### src/sshp_pkg.sv
// Package for the serial SRAM select/hold port: opcodes, widths, carriers
package sshp_pkg;
  localparam int          SSHP_OP_W      = 8;
  localparam int          SSHP_ADDR_W    = 16;
  localparam int          SSHP_DATA_W    = 8;
  localparam logic [7:0]  SSHP_OP_READ   = 8'h03;
  localparam logic [7:0]  SSHP_OP_WRITE  = 8'h02;
  localparam logic [7:0]  SSHP_OP_SRD    = 8'h05;
  localparam logic [7:0]  SSHP_OP_SWR    = 8'h01;
  localparam logic [15:0] SSHP_ADDR_MASK = 16'h7FFF;
  localparam logic [7:0]  SSHP_STAT_RST  = 8'h00;
  localparam logic [2:0]  SSHP_BIT_RST   = 3'h7;
  localparam int          SSHP_SYNC_W    = 2;
  localparam int          SSHP_FIFO_D    = 8;

  typedef enum logic [2:0] {
    SSHP_OPCODE,
    SSHP_ADDR,
    SSHP_RDATA,
    SSHP_WDATA,
    SSHP_SRD,
    SSHP_SWR,
    SSHP_IGNORE
  } sshp_state_t;

  // Write request to the memory side
  typedef struct packed {
    logic [14:0] addr;
    logic [7:0]  data;
  } sshp_wreq_t;
endpackage

### src/sshp_fifo.sv
// Parameterised valid/ready FIFO with registered read data
`timescale 1ns/1ps
`default_nettype none
module sshp_fifo #(
  parameter int W = 8,
  parameter int D = 8
) (
  input  wire logic         clk,
  input  wire logic         rstn,
  input  wire logic         in_valid,
  output logic              in_ready,
  input  wire logic [W-1:0] in_data,
  output logic              out_valid,
  input  wire logic         out_ready,
  output logic [W-1:0]      out_data
);
  localparam int AW = $clog2(D);
  logic [W-1:0]  mem_q [D];
  logic [AW-1:0] wp_q;
  logic [AW-1:0] rp_q;
  logic [AW:0]   cnt_q;
  logic          push;
  logic          pop;

  // Count is one bit wider than the pointers so a full queue stays distinct from an empty one
  assign in_ready = (cnt_q != (AW+1)'(D));
  assign push     = in_valid && in_ready;
  // Read data register holds the head; valid when loaded
  assign pop      = (!out_valid || out_ready) && (cnt_q != '0);

  always_ff @(posedge clk) begin
    if (push) begin
      mem_q[wp_q] <= in_data;
    end
  end

  always_ff @(posedge clk or negedge rstn) begin
    if (!rstn) begin
      wp_q      <= '0;
      rp_q      <= '0;
      cnt_q     <= '0;
      out_valid <= 1'b0;
      out_data  <= '0;
    end else begin
      if (push) begin
        wp_q <= (wp_q == AW'(D - 1)) ? '0 : wp_q + 1'b1;
      end
      if (pop) begin
        rp_q     <= (rp_q == AW'(D - 1)) ? '0 : rp_q + 1'b1;
        out_data <= mem_q[rp_q];
      end
      if (pop) begin
        out_valid <= 1'b1;
      end else if (out_ready) begin
        out_valid <= 1'b0;
      end
      cnt_q <= cnt_q + (AW+1)'(push) - (AW+1)'(pop);
    end
  end
endmodule
`default_nettype wire

### src/sshp_port.sv
// Serial SRAM select/hold port: pin sampling, command decode, output driver
`timescale 1ns/1ps
`default_nettype none
// Summary of operation
// - Low select picks the device; high select puts it in standby.
// - A write in flight when select rises still completes.
// - Serial output is high impedance while select is high.
// - Input bits are captured on rising serial clock edges.
// - Serial output changes only after falling serial clock edges.
// - Pause high for normal use; pause low suspends without reset.
// - Pause with clock low acts now; with clock high, at next fall.
// - Paused: output high impedance, clock and input ignored.
// - Falling pause forces output high impedance at once.
// - Sequence opens with eight-bit read, write, status read or write.
// - Everything shifts most significant bit first.
// - Memory commands take a 16-bit address, top bit ignored.
// - After pause, transfer resumes at the same bit position.
module sshp_port
  import sshp_pkg::*;
#(
  parameter int FIFO_DEPTH = SSHP_FIFO_D
) (
  input  wire logic             clk,
  input  wire logic             rstn,
  input  wire logic             cs_n,
  input  wire logic             sck,
  input  wire logic             si,
  input  wire logic             hold_n,
  output logic                  so_o,
  output logic                  so_oe,
  output logic                  wr_valid,
  input  wire logic             wr_ready,
  output sshp_wreq_t            wr_req,
  output logic                  rd_req,
  output logic [14:0]           rd_addr,
  input  wire logic [7:0]       rd_data,
  output logic [7:0]            status_q,
  output logic                  busy
);
  logic [SSHP_SYNC_W-1:0] cs_s_q, sck_s_q, si_s_q, hold_s_q;
  logic        sck_d1_q;
  logic        rise, fall;
  logic        sel;
  logic        paused_q;
  sshp_state_t st_q;
  logic [2:0]  bit_q;
  logic [7:0]  sh_q;
  logic [3:0]  abyte_q;
  logic [7:0]  op_q;
  logic [15:0] addr_q;
  logic [7:0]  out_q;
  logic        fifo_ready;
  logic        wv_q;
  sshp_wreq_t  wq_q;
  logic [7:0]  sh_d;
  logic        byte_done;
  logic        fetch_q;
  logic        pushed_q;
  logic        oe_arm_q;

  // Phases in which the serial output carries data
  function automatic logic drives_out(input sshp_state_t s);
    return (s == SSHP_RDATA) || (s == SSHP_SRD);
  endfunction

  // Two flops on every pin before any logic reads them
  always_ff @(posedge clk or negedge rstn) begin
    if (!rstn) begin
      cs_s_q   <= '1;
      sck_s_q  <= '0;
      si_s_q   <= '0;
      hold_s_q <= '1;
      sck_d1_q <= 1'b0;
    end else begin
      cs_s_q   <= {cs_s_q[0], cs_n};
      sck_s_q  <= {sck_s_q[0], sck};
      si_s_q   <= {si_s_q[0], si};
      hold_s_q <= {hold_s_q[0], hold_n};
      sck_d1_q <= sck_s_q[1];
    end
  end

  assign sel  = !cs_s_q[1];
  assign rise = sel && !paused_q && sck_s_q[1] && !sck_d1_q;
  assign fall = sck_d1_q && !sck_s_q[1];
  assign sh_d = {sh_q[6:0], si_s_q[1]};
  assign byte_done = rise && (bit_q == 3'h0);

  // Pause entry: clock low acts now, clock high waits for the fall; exit with clock low, or at once on deselect
  always_ff @(posedge clk or negedge rstn) begin
    if (!rstn) begin
      paused_q <= 1'b0;
    end else if (!sel) begin
      paused_q <= 1'b0;
    end else if (!hold_s_q[1] && (!sck_s_q[1] || fall)) begin
      paused_q <= 1'b1;
    end else if (hold_s_q[1] && !sck_s_q[1]) begin
      paused_q <= 1'b0;
    end
  end

  // Sequence state; kept as is while paused so transfer resumes in place
  always_ff @(posedge clk or negedge rstn) begin
    if (!rstn) begin
      st_q    <= SSHP_OPCODE;
      bit_q   <= SSHP_BIT_RST;
      sh_q    <= '0;
      abyte_q <= '0;
      op_q    <= '0;
      addr_q  <= '0;
    end else if (!sel) begin
      st_q    <= SSHP_OPCODE;
      bit_q   <= SSHP_BIT_RST;
      abyte_q <= '0;
    end else if (rise) begin
      sh_q  <= sh_d;
      bit_q <= bit_q - 3'h1;
      if (byte_done) begin
        unique case (st_q)
          SSHP_OPCODE: begin
            op_q <= sh_d;
            unique case (sh_d)
              SSHP_OP_READ, SSHP_OP_WRITE: st_q <= SSHP_ADDR;
              SSHP_OP_SRD:                 st_q <= SSHP_SRD;
              SSHP_OP_SWR:                 st_q <= SSHP_SWR;
              default:                     st_q <= SSHP_IGNORE;
            endcase
          end
          SSHP_ADDR: begin
            addr_q  <= {addr_q[7:0], sh_d};
            abyte_q <= abyte_q + 4'h1;
            if (abyte_q == 4'h1) begin
              st_q <= (op_q == SSHP_OP_READ) ? SSHP_RDATA : SSHP_WDATA;
            end
          end
          SSHP_RDATA, SSHP_WDATA: addr_q <= (addr_q + 16'h1) & SSHP_ADDR_MASK;
          SSHP_SWR:    st_q <= SSHP_IGNORE;
          SSHP_SRD,
          SSHP_IGNORE: st_q <= st_q;
        endcase
      end
    end
  end

  // Status register written by the status write command
  always_ff @(posedge clk or negedge rstn) begin
    if (!rstn) begin
      status_q <= SSHP_STAT_RST;
    end else if (sel && byte_done && st_q == SSHP_SWR) begin
      status_q <= sh_d;
    end
  end

  // Completed data bytes are queued; queue drains even after deselect
  always_ff @(posedge clk or negedge rstn) begin
    if (!rstn) begin
      wv_q <= 1'b0;
      wq_q <= '0;
    end else if (sel && byte_done && st_q == SSHP_WDATA) begin
      wv_q <= 1'b1;
      wq_q <= '{addr: addr_q[14:0], data: sh_d};
    end else if (fifo_ready) begin
      wv_q <= 1'b0;
    end
  end

  sshp_fifo #(
    .W (SSHP_ADDR_W - 1 + SSHP_DATA_W),
    .D (FIFO_DEPTH)
  ) u_fifo (
    .clk       (clk),
    .rstn      (rstn),
    .in_valid  (wv_q),
    .in_ready  (fifo_ready),
    .in_data   (wq_q),
    .out_valid (wr_valid),
    .out_ready (wr_ready),
    .out_data  (wr_req)
  );

  // Fetch right after the byte-closing rise: the shifter loads at the next fall,
  // so the memory gets a few clocks instead of none
  always_ff @(posedge clk or negedge rstn) begin
    if (!rstn) begin
      fetch_q <= 1'b0;
      rd_req  <= 1'b0;
      rd_addr <= '0;
    end else begin
      fetch_q <= byte_done && ((st_q == SSHP_RDATA) ||
                 ((st_q == SSHP_ADDR) && (abyte_q == 4'h1) && (op_q == SSHP_OP_READ)));
      rd_req  <= sel && fetch_q;
      rd_addr <= addr_q[14:0];
    end
  end

  // A byte just pushed sits one clock in the queue before it shows as valid
  always_ff @(posedge clk or negedge rstn) begin
    if (!rstn) begin
      pushed_q <= 1'b0;
      busy     <= 1'b0;
    end else begin
      pushed_q <= wv_q && fifo_ready;
      busy     <= sel || wv_q || pushed_q || wr_valid;
    end
  end

  // Output byte loaded at the first fall of each byte, shifted on later falls
  always_ff @(posedge clk or negedge rstn) begin
    if (!rstn) begin
      out_q <= '0;
      so_o  <= 1'b0;
      so_oe <= 1'b0;
    end else begin
      if (fall && sel && !paused_q) begin
        if (bit_q == SSHP_BIT_RST) begin
          so_o  <= (st_q == SSHP_SRD) ? status_q[7] : rd_data[7];
          out_q <= (st_q == SSHP_SRD) ? {status_q[6:0], 1'b0} : {rd_data[6:0], 1'b0};
        end else begin
          so_o  <= out_q[7];
          out_q <= {out_q[6:0], 1'b0};
        end
      end
      if (!sel || !hold_s_q[1] || paused_q) begin
        so_oe <= 1'b0;
      end else if ((fall || oe_arm_q) && drives_out(st_q)) begin
        so_oe <= 1'b1;
      end
    end
  end

  // Remembers that this frame's output was live, so a released pause drives it again
  always_ff @(posedge clk or negedge rstn) begin
    if (!rstn) begin
      oe_arm_q <= 1'b0;
    end else if (!sel) begin
      oe_arm_q <= 1'b0;
    end else if (fall && !paused_q && drives_out(st_q)) begin
      oe_arm_q <= 1'b1;
    end
  end
endmodule
`default_nettype wire

### config.mk
export PLATFORM = sky130hd
export DESIGN_NAME = sshp_port
export DESIGN_NICKNAME = d
export VERILOG_FILES = /design/src/sshp_pkg.sv /design/src/sshp_fifo.sv /design/src/sshp_port.sv
export SDC_FILE = /design/constraint.sdc
export NUM_CORES = 1
export LEC_CHECK = 0
export BUFFER_PORTS_ARGS = -buffer_cell sky130_fd_sc_hd__buf_2
export CAP_MARGIN = 10
export CORE_MARGIN = 2
export CORE_UTILIZATION = 60
export DETAILED_ROUTE_END_ITERATION = 7
export PLACE_DENSITY = 0.82
export SLEW_MARGIN = 10
export SYNTH_ARGS = -nofsm -noshare
export SYNTH_HDL_FRONTEND = slang
export SYNTH_SLANG_ARGS = --single-unit
### constraint.sdc
create_clock -name clk -period 10.6 [get_ports clk]
set_clock_uncertainty 0.05 [all_clocks]
set_input_delay 1.59 -clock clk [delete_from_list [all_inputs] [get_ports clk]]
set_output_delay 1.59 -clock clk [all_outputs]
set_load 0.02 [all_outputs]
# Yosys cells after proc, flatten, opt, wreduce, memory -nomap -nowiden
# Memories as Yosys holds them, arrays and structs flattened. A register that Yosys moved wholly into a read port is not among the register bits.
# Index checks and enable logic that the tools add are counted.
# word_totals
ff_bits	123
latch_bits	0
ram_bits	184
mem_bits_ro	0
elab_cells	145
n_memories	1
# memory_table
memory	words	word_bits	read_ports	rd_clocked_by_memory_dff	wr	line	rtl
u_fifo.mem_q	8	23	1	1	1	sshp_fifo.sv:18	logic [W-1:0] mem_q [D];
# classes
add_sub_neg	7
multipliers	0
n_div	0
magnitude_cmp	0
n_eq_ne	16
shifts	0
mux	33
bitwise	1
n_reduce_logical	58
# op_table
op	n
case mux 15 bit (2 select lines)	1
== test 8 x 2 -> 1 bit (second input constant)	3
two-way mux 3 bit	8
logical AND 1 bit	21
case mux 3 bit (3 select lines)	2
two-way mux 1 bit	16
two-way mux 4 bit	4
two-way mux 8 bit	2
nonzero test 2 bit	8
adder 15 x 1 -> 15 bit (second input constant)	1
== test 3 bit (second input constant)	5
AND reduction 4 bit	3
logical OR 1 bit	10
== test 8 x 1 -> 1 bit (second input constant)	1
== test 8 x 3 -> 1 bit (second input constant)	1
nonzero test 4 bit	2
logical NOT 1 bit	7
adder 3 x 1 -> 3 bit (second input constant)	2
== test 3 x 2 -> 1 bit (second input constant)	2
logical NOT 3 bit	2
adder 4 x 1 -> 4 bit	1
adder 4 x 1 -> 4 bit (second input constant)	1
== test 4 x 1 -> 1 bit (second input constant)	1
!= test 4 bit (second input constant)	1
other kinds (9)	10

# Longest topological paths before layout
# Gate-level depths: netlist of run 1.
# depth
word_depth	8
mapped_depth	11
mapped_depth_nobuf	9

# Hierarchy
# A second synthesis of run 1 with hierarchy kept.
# unflattened
cells_unflattened	887
area_unflattened_um2	13431.6
# modules_own_cells
module	instances	cells_each	area_each_um2	seq_area_each_um2
sshp_fifo	1	480	8702.1	6376.1
sshp_port	1	407	4729.5	2786.4

# Worst setup path after synthesis of run 1
# No wires, ideal clock.
# synth_path
kind	register to register
start	register u_fifo.cnt_q[2]
end	memory u_fifo.mem_q[0][0] (netlist bit), enable pin
setup_ps	461
arrival_ps	3161
path_slack_ps	6928
path_stages_with_launch	6
path_buffers	1
synth_period_minus_slack_ps	3672
path_cell_list	dfrtp_1 -> inv_1 -> ha_1 -> a21bo_2 -> clkbuf_1 -> nor4_1
# synth_between
elab_chain_cells	4
# synth_rtl
element	line	rtl
start, declared	sshp_fifo.sv:21	logic [AW:0] cnt_q;
start signal, assigned	sshp_fifo.sv:57	cnt_q <= cnt_q + (AW+1)'(push) - (AW+1)'(pop);
!= test 4 bit	sshp_fifo.sv:26	assign in_ready = (cnt_q != (AW+1)'(D));
logical AND 1 bit	sshp_fifo.sv:27	assign push = in_valid && in_ready;
two-way mux 1 bit	sshp_fifo.sv:32	if (push) begin
two-way mux 1 bit (implied by the code)	sshp_fifo.sv:33	mem_q[wp_q] <= in_data;
end, declared	sshp_fifo.sv:18	
# No other way between the ends.

# Worst setup path in the final report of run 1
# layout_path
start	register cs_s_q[1]
end	register wq_q[11] (netlist bit)
# layout_between
elab_chain_cells	7
# layout_rtl
element	line	rtl
start, declared	sshp_port.sv:40	logic [SSHP_SYNC_W-1:0] cs_s_q, sck_s_q, si_s_q, hold_s_q;
start signal, assigned	sshp_port.sv:75	cs_s_q <= {cs_s_q[0], cs_n};
logical NOT 1 bit (*)	sshp_port.sv:83	assign sel = !cs_s_q[1];
logical AND 1 bit (3 in a row)	sshp_port.sv:84	assign rise = sel && !paused_q && sck_s_q[1] && !sck_d1_q;
logical AND 1 bit	sshp_port.sv:87	assign byte_done = rise && (bit_q == 3'h0);
logical AND 1 bit (*) (2 in a row)	sshp_port.sv:159	end else if (sel && byte_done && st_q == SSHP_WDATA) begin
end signal, assigned	sshp_port.sv:161	wq_q <= '{addr: addr_q[14:0], data: sh_d};
end, declared	sshp_port.sv:54	sshp_wreq_t wq_q;
# Mark *: on every way between the ends. The rest lies on a longest branch, timed or not.
# A chain may end at the register's enable or synchronous reset.

==> impl_metrics.yaml, run 1 <==
critical_path:
  crit_type: "reg2reg"
  cp_max_fo: 24
  arrival_ns: 3.49
  crit_slowest_cell: "and3_1"
  cp.required_ns: 10.93
  cp-end-kind: "register"
  cpPeakStageDelay_ns: 0.96
  cp-start-kind: "register"
  crit_chain: "or4b_1, nor2_1, and3_1, mux2_2"
final_layout:
  num_antenna_cells: 0
  drive_gt1_share_pct: 27.02
  fillers: 1335
  syn2layout_area_growth_pct: 13.65
  fin_area_mm2: 0.01478
  final_nets: 910
  utilization_pct: 69.88
sta:
  rsz0062_at_grt: "false"
  post-route-period-util_pct: 29.86
  final_hold_viol_count: 0
  finalSetupTns_ns: 0
  setup_viol: 0
  final_max_slew_viol_count: 0
  max-slew-margin-rel_pct: 22.55
  fin_crit_ns: 3.165
  hold_slack_ns: 0.2986
  max_freq_mhz: 315.9
  worst_pin_slew_ns: 1.162
synth:
  synth_top_family_by_area: "multiplexers"
  ys_types: 55
  synth_compound_gate_area_share_pct: 4.637
  synth_edf_count: 184
  syn_inst: 808
  avgSynthCellArea_um2: 16.10
  synth-xor-area-share_pct: 0.3367
  syn_area_mm2: 0.01301
  yosys-top-cells-area: "edfxtp_1 42%, dfrtp_1 27%, mux4_2 8.0%"
  synth-simple-area-share_pct: 6.291
  synthArstFlopShare_pct: 44.07
  synth_ff_type: "edfxtp_1"
  synth_top_area_cell: "edfxtp_1"
  syn-num-nets: 840
  ys_seq_area_share_pct: 70.45
  synthMuxAreaShare_pct: 14.75
  synth_top_area_share_pct: 42.48
  ys_warn_count: 0
  yosys_register_bits: 329
  synthAdderAreaFrac_pct: 1.693
power_and_ir_drop:
  power_density_mw_per_mm2: 218.6
  p_total_w: 0.003231
  p_leak_nw: 6.011
  swShare_pct: 25.89
  combPwrFrac_pct: 17.0
  intPower_w: 0.002394
  p_seq_share_pct: 46.0
  max-vdd-ir-drop_mv: 0.2083
  p_clk_share_pct: 37.0
  power_switching_w: 0.0008366
floorplanning:
  coreArea_mm2: 0.02115
  dieHeight_um: 151.2
  initial_core_util_pct: 61.48
  die_w_um: 151.2
  die_area_mm2: 0.02287
  ioPinCount: 66
  rows: 53
cts:
  cts_resized: 0
  clockBufferDepth: 3
  root_buffer: "clkbuf_16"
  htree_levels: 2
  cts.sinks: 329
  cts_setup_buffers: 0
  cts_hold_buf: 0
  path_clk_slew_ns: 0.06
  cts_tree: "yes"
  cts_buffers: 34
  clk-insertion-delay-late_ns: 0.51
drt:
  num_vias: 7066
  avgViaCountPerCell: 5.998
  first_iter_violations: 628
  first_pass_iters: 5
  wl_mm: 25.09
  drcViolationCount: 0
  ant_nets: 0
  wl_per_cell_um: 21.30
global_route:
  antenna_found_initial: 0
  overflow: 0
  grt_use_total_pct: 23.18
  grt_max_degree: 77
  grt_pass1_wl_mm: 39.70
  grt_pass1_vias: 7212
placement:
  placement.io_buffers: 65
  gp_congestion: 0.8198
  dp_hpwl_mm: 14.17
  place_area_mm2: 0.01365
outcome:
  status: "completed"
job:
  maxCapViolCount: 0
worst_hold_path:
  hold_path_class: "reg2reg"
[stage by stage]
step / setup slack [ns] / cells
2_1_floorplan: 6.928 / 808
3_3_place_gp: 7.073 / 1117
3_5_place_dp: 7.032 / 1117
4_1_cts: 7.445 / 1178
5_1_grt: 7.222 / 1178
6_report: 7.435 / 1178
[cells by family (layout without fill, tap and decap cells)]
group	after synthesis	in the layout
fa+ha+maj	17	17
flops	329	329
xor+xnor	5	5
simple gates	171	171
mux	128	128
buf+inv	59	154
compound gates	99	99
[power groups by stage]
stage | clock network [W] | logic, W | registers [W]
after floorplan | 0 | 0.000374 | 0.00154
after global placement | 0 | 0.000538 | 0.00151
after CTS | 0.00121 | 0.000558 | 0.00149
after global routing | 0.00126 | 0.000604 | 0.00150
final | 0.00120 | 0.000548 | 0.00149
after detailed placement | 0 | 0.000551 | 0.00151
[critical path, delay by kind of cell (launching register included)]
kind / cells / cell delay (ns)
AND/OR/NAND/NOR: 3 / 2.09
flip-flops: 1 / 0.45
multiplexers: 1 / 0.43
[cell usage after synthesis, types with 8 or more instances]
cell type / instances
nand2_1: 51
inv_1: 16
mux2_2: 49
buf_2: 9
nand3_1: 11
mux2i_1: 33
edfxtp_1: 184
nor2_1: 50
ha_1: 16
nor3_1: 12
buf_1: 8
o22ai_1: 8
clkbuf_1: 24
dfrtp_1: 138
nand2b_1: 13
o21ai_0: 19
a21oi_1: 43
mux4_2: 46
[layer usage]
layer	vias up	track usage, %	share of wire (%)
met5	-	0	0
met4	0	7.009	2.2
met3	55	3.855	6.1
met2	261	39.41	51
met1	3556	31.21	41
li1	3194	-	-
[registers in the layout, indices dropped and copies added (netlist names), 7 cells and up]
register,count
u_fifo.mem_q,184
u_fifo.out_data,23
wq_q,23
addr_q,15
rd_addr,15
op_q,8
status_q,8
out_q,7
sh_q,7
[placed cells by master, fill, tap and decap left out, types with 8 or more instances in the layout]
master       n
a21oi_1     42
buf_2       64
buf_4       12
clkbuf_1    12
clkbuf_16   35
dfrtp_1    136
edfxtp_1   184
ha_1        16
inv_1       16
mux2_2      49
mux2i_1     33
mux4_2      46
nand2_1     51
nand2b_1    13
nand3_1     11
nor2_1      47
o21ai_0     19
o22ai_1      8
[area by class of cell]
cell class / instances / area, um2 / area share [%]
clock buffer: 50 / 962.2 / 6.509
timing repair buffer: 77 / 421.7 / 2.853
sequential: 329 / 9165 / 62.00
clock inverter: 11 / 160.2 / 1.083
tap: 275 / 344.1 / 2.328
multi-input combinational: 420 / 3669 / 24.82
inverter: 16 / 60.06 / 0.4063
[worst paths after layout]
path | from | endpoint | slack [ns] | cells after the start
worst max-delay path | cs_s_q[1] | wq_q[11] | 7.43 | 4
worst min-delay path | si_s_q[0] | si_s_q[1] | 0.30 | 0
worst max register to register | cs_s_q[1] | wq_q[11] | 7.43 | 4
worst min register to register | si_s_q[0] | si_s_q[1] | 0.30 | 0
max in group asynchronous | rstn | addr_q[7] | 8.07 | 2
min in group asynchronous | rstn | u_fifo.out_data[18] | 1.06 | 1
Note: power is estimated with default switching activity, not from simulation.
==> inputs of run 2 (changes only) <==
--- a/config.mk
+++ b/config.mk
@@ -8,9 +8,9 @@
 export BUFFER_PORTS_ARGS = -buffer_cell sky130_fd_sc_hd__buf_2
 export CAP_MARGIN = 10
 export CORE_MARGIN = 2
-export CORE_UTILIZATION = 60
+export CORE_UTILIZATION = 55
 export DETAILED_ROUTE_END_ITERATION = 7
-export PLACE_DENSITY = 0.82
+export PLACE_DENSITY = 0.8
 export SLEW_MARGIN = 10
 export SYNTH_ARGS = -nofsm -noshare
 export SYNTH_HDL_FRONTEND = slang
==> constraint.sdc (replaced) <==
create_clock -name clk -period 2.7 [get_ports clk]
set_clock_uncertainty 0.05 [all_clocks]
set_input_delay 0.405 -clock clk [delete_from_list [all_inputs] [get_ports clk]]
set_output_delay 0.405 -clock clk [all_outputs]
set_load 0.02 [all_outputs]
==> impl_metrics.yaml, run 2 (same netlist as run 1, synthesis figures left out) <==
sta:
  hold_slack_ns: 0.1872
  setup_viol: 0
  fin_crit_ns: 2.305
  worst_pin_slew_ns: 0.9060
  max-slew-margin-rel_pct: 39.60
  post-route-period-util_pct: 85.35
  max_freq_mhz: 433.9
  rsz0062_at_grt: "false"
  final_hold_viol_count: 0
  final_max_slew_viol_count: 0
  finalSetupTns_ns: 0
global_route:
  overflow: 0
  grt_pass1_vias: 7389
  grt_use_total_pct: 21.72
  grt_max_degree: 78
  grt_pass1_wl_mm: 40.69
  antenna_found_initial: 0
critical_path:
  cp-start-kind: "register"
  crit_family: "simple AND/OR/NAND/NOR gates"
  crit_chain: "or4b_1, nor2_1, and3_1, buf_4, mux2_2"
  crit_buf_inv: 1
  cp.required_ns: 3.04
  cp_max_fo: 24
  cp-end-kind: "register"
  crit_type: "reg2reg"
  arrival_ns: 2.65
  cpPeakStageDelay_ns: 0.65
  crit_slowest_cell: "or4b_1"
power_and_ir_drop:
  power_density_mw_per_mm2: 828.6
  p_leak_nw: 6.177
  max-vdd-ir-drop_mv: 0.5495
cts:
  cts_tree: "yes"
  clockBufferDepth: 3
  cts.sinks: 329
  root_buffer: "clkbuf_16"
  htree_levels: 2
  clk-insertion-delay-late_ns: 0.53
  cts_buffers: 35
  path_clk_slew_ns: 0.06
  cts_setup_buffers: 0
floorplanning:
  dieHeight_um: 157.8
  rows: 56
  ioPinCount: 66
  die_w_um: 157.8
  die_area_mm2: 0.02489
  initial_core_util_pct: 55.74
  coreArea_mm2: 0.02333
drt:
  ant_nets: 0
  wl_per_cell_um: 20.32
  drcViolationCount: 0
  avgViaCountPerCell: 5.772
  first_iter_violations: 665
  num_vias: 7174
  wl_mm: 25.25
  first_pass_iters: 5
final_layout:
  top_register: "u_fifo.mem_q"
  syn2layout_area_growth_pct: 15.36
  num_antenna_cells: 0
  instances_no_fill: 1243
  fillers: 1653
  final_nets: 929
  utilization_pct: 64.31
  largest_register_ffs: 184
  fin_area_mm2: 0.01500
  final_common_cell: "edfxtp_1"
  drive_gt1_share_pct: 28.35
  final_cell_mix: "184 x edfxtp_1, 136 x dfrtp_1, 64 x buf_2"
  reg.largest.list: "u_fifo.mem_q (184), u_fifo.out_data (23), wq_q (23)"
worst_hold_path:
  hold_path_class: "in2reg"
placement:
  dp_cells: 1174
  gp_congestion: 0.8387
  placement.io_buffers: 65
  place_area_mm2: 0.01384
  dp_hpwl_mm: 15.11
job:
  maxCapViolCount: 0
outcome:
  status: "completed"
==> run 2: cell count changes in the layout (fill, tap and decap cells not counted), sizes merged <==
cell | previous run | this run
buf | 77 | 90
clkinv | 5 | 11
dlygate4sd3 | 0 | 5
bufinv | 4 | 1
clkbuf | 50 | 48
clkinvlp | 0 | 2
==> run 2: final cells by class <==
type / instances / area [um2] / area share, %
Sequential cell: 329 / 9165 / 61.08
Multi-Input combinational cell: 420 / 3664 / 24.42
Clock buffer: 48 / 975.9 / 6.504
Timing Repair Buffer: 95 / 606.8 / 4.044
Tap cell: 319 / 399.1 / 2.660
Clock inverter: 16 / 133.9 / 0.8923
Inverter: 16 / 60.06 / 0.4003
==> run 2: through the flow <==
step | power (W) | setup slack (ns)
finish | 0.01243 | 0.3955
global placement | 0.007942 | 0.4549
CTS | 0.01256 | 0.4027
floorplan | 0.007342 | -0.3823
detailed placement | 0.008004 | 0.4010
global route | 0.01299 | 0.2757
==> run 2: timing repair <==
action                                  in CTS  in global routing
gates resized for setup                      0                  0
endpoints found under the hold margin       38                  0
hold buffers                                 5                  0
endpoints found under the setup margin       0                  0
==> run 2: worst register-to-register path, stage by stage (launching register included) <==
cell and delay (ns):
dfrtp_1 0.40, or4b_1 0.65, nor2_1 0.22, and3_1 0.18, buf_4 0.30, mux2_2 0.39
==> run 2: routing by layer <==
| metal | part of all wire (%) | vias up | GRT usage, % |
|---|---|---|---|
| li1 | - | 3226 | - |
| met1 | 43 | 3675 | 29.15 |
| met2 | 50 | 230 | 36.67 |
| met3 | 4.9 | 43 | 3.340 |
| met4 | 2.1 | 0 | 7.359 |
| met5 | 0 | - | 0 |
==> run 2: worst paths after layout <==
kind / start / end / slack [ns] / cells past startpoint
max in group asynchronous: rstn / cs_s_q[1] / 1.47 / 3
min in group asynchronous: rstn / u_fifo.out_data[18] / 0.31 / 2
max: paused_q / wq_q[16] / 0.40 / 5
min: wr_ready / u_fifo.out_valid / 0.19 / 3
max reg2reg: paused_q / wq_q[16] / 0.40 / 5
min reg2reg: sck_s_q[0] / sck_s_q[1] / 0.30 / 0
==> run 2: report_power, final <==
part | leakage [nW] | switching [W] | internal [W]
logic | 1.87 | 0.00109 | 0.000932
clock network | 0.541 | 0.00190 | 0.00266
registers | 3.77 | 0.000301 | 0.00555
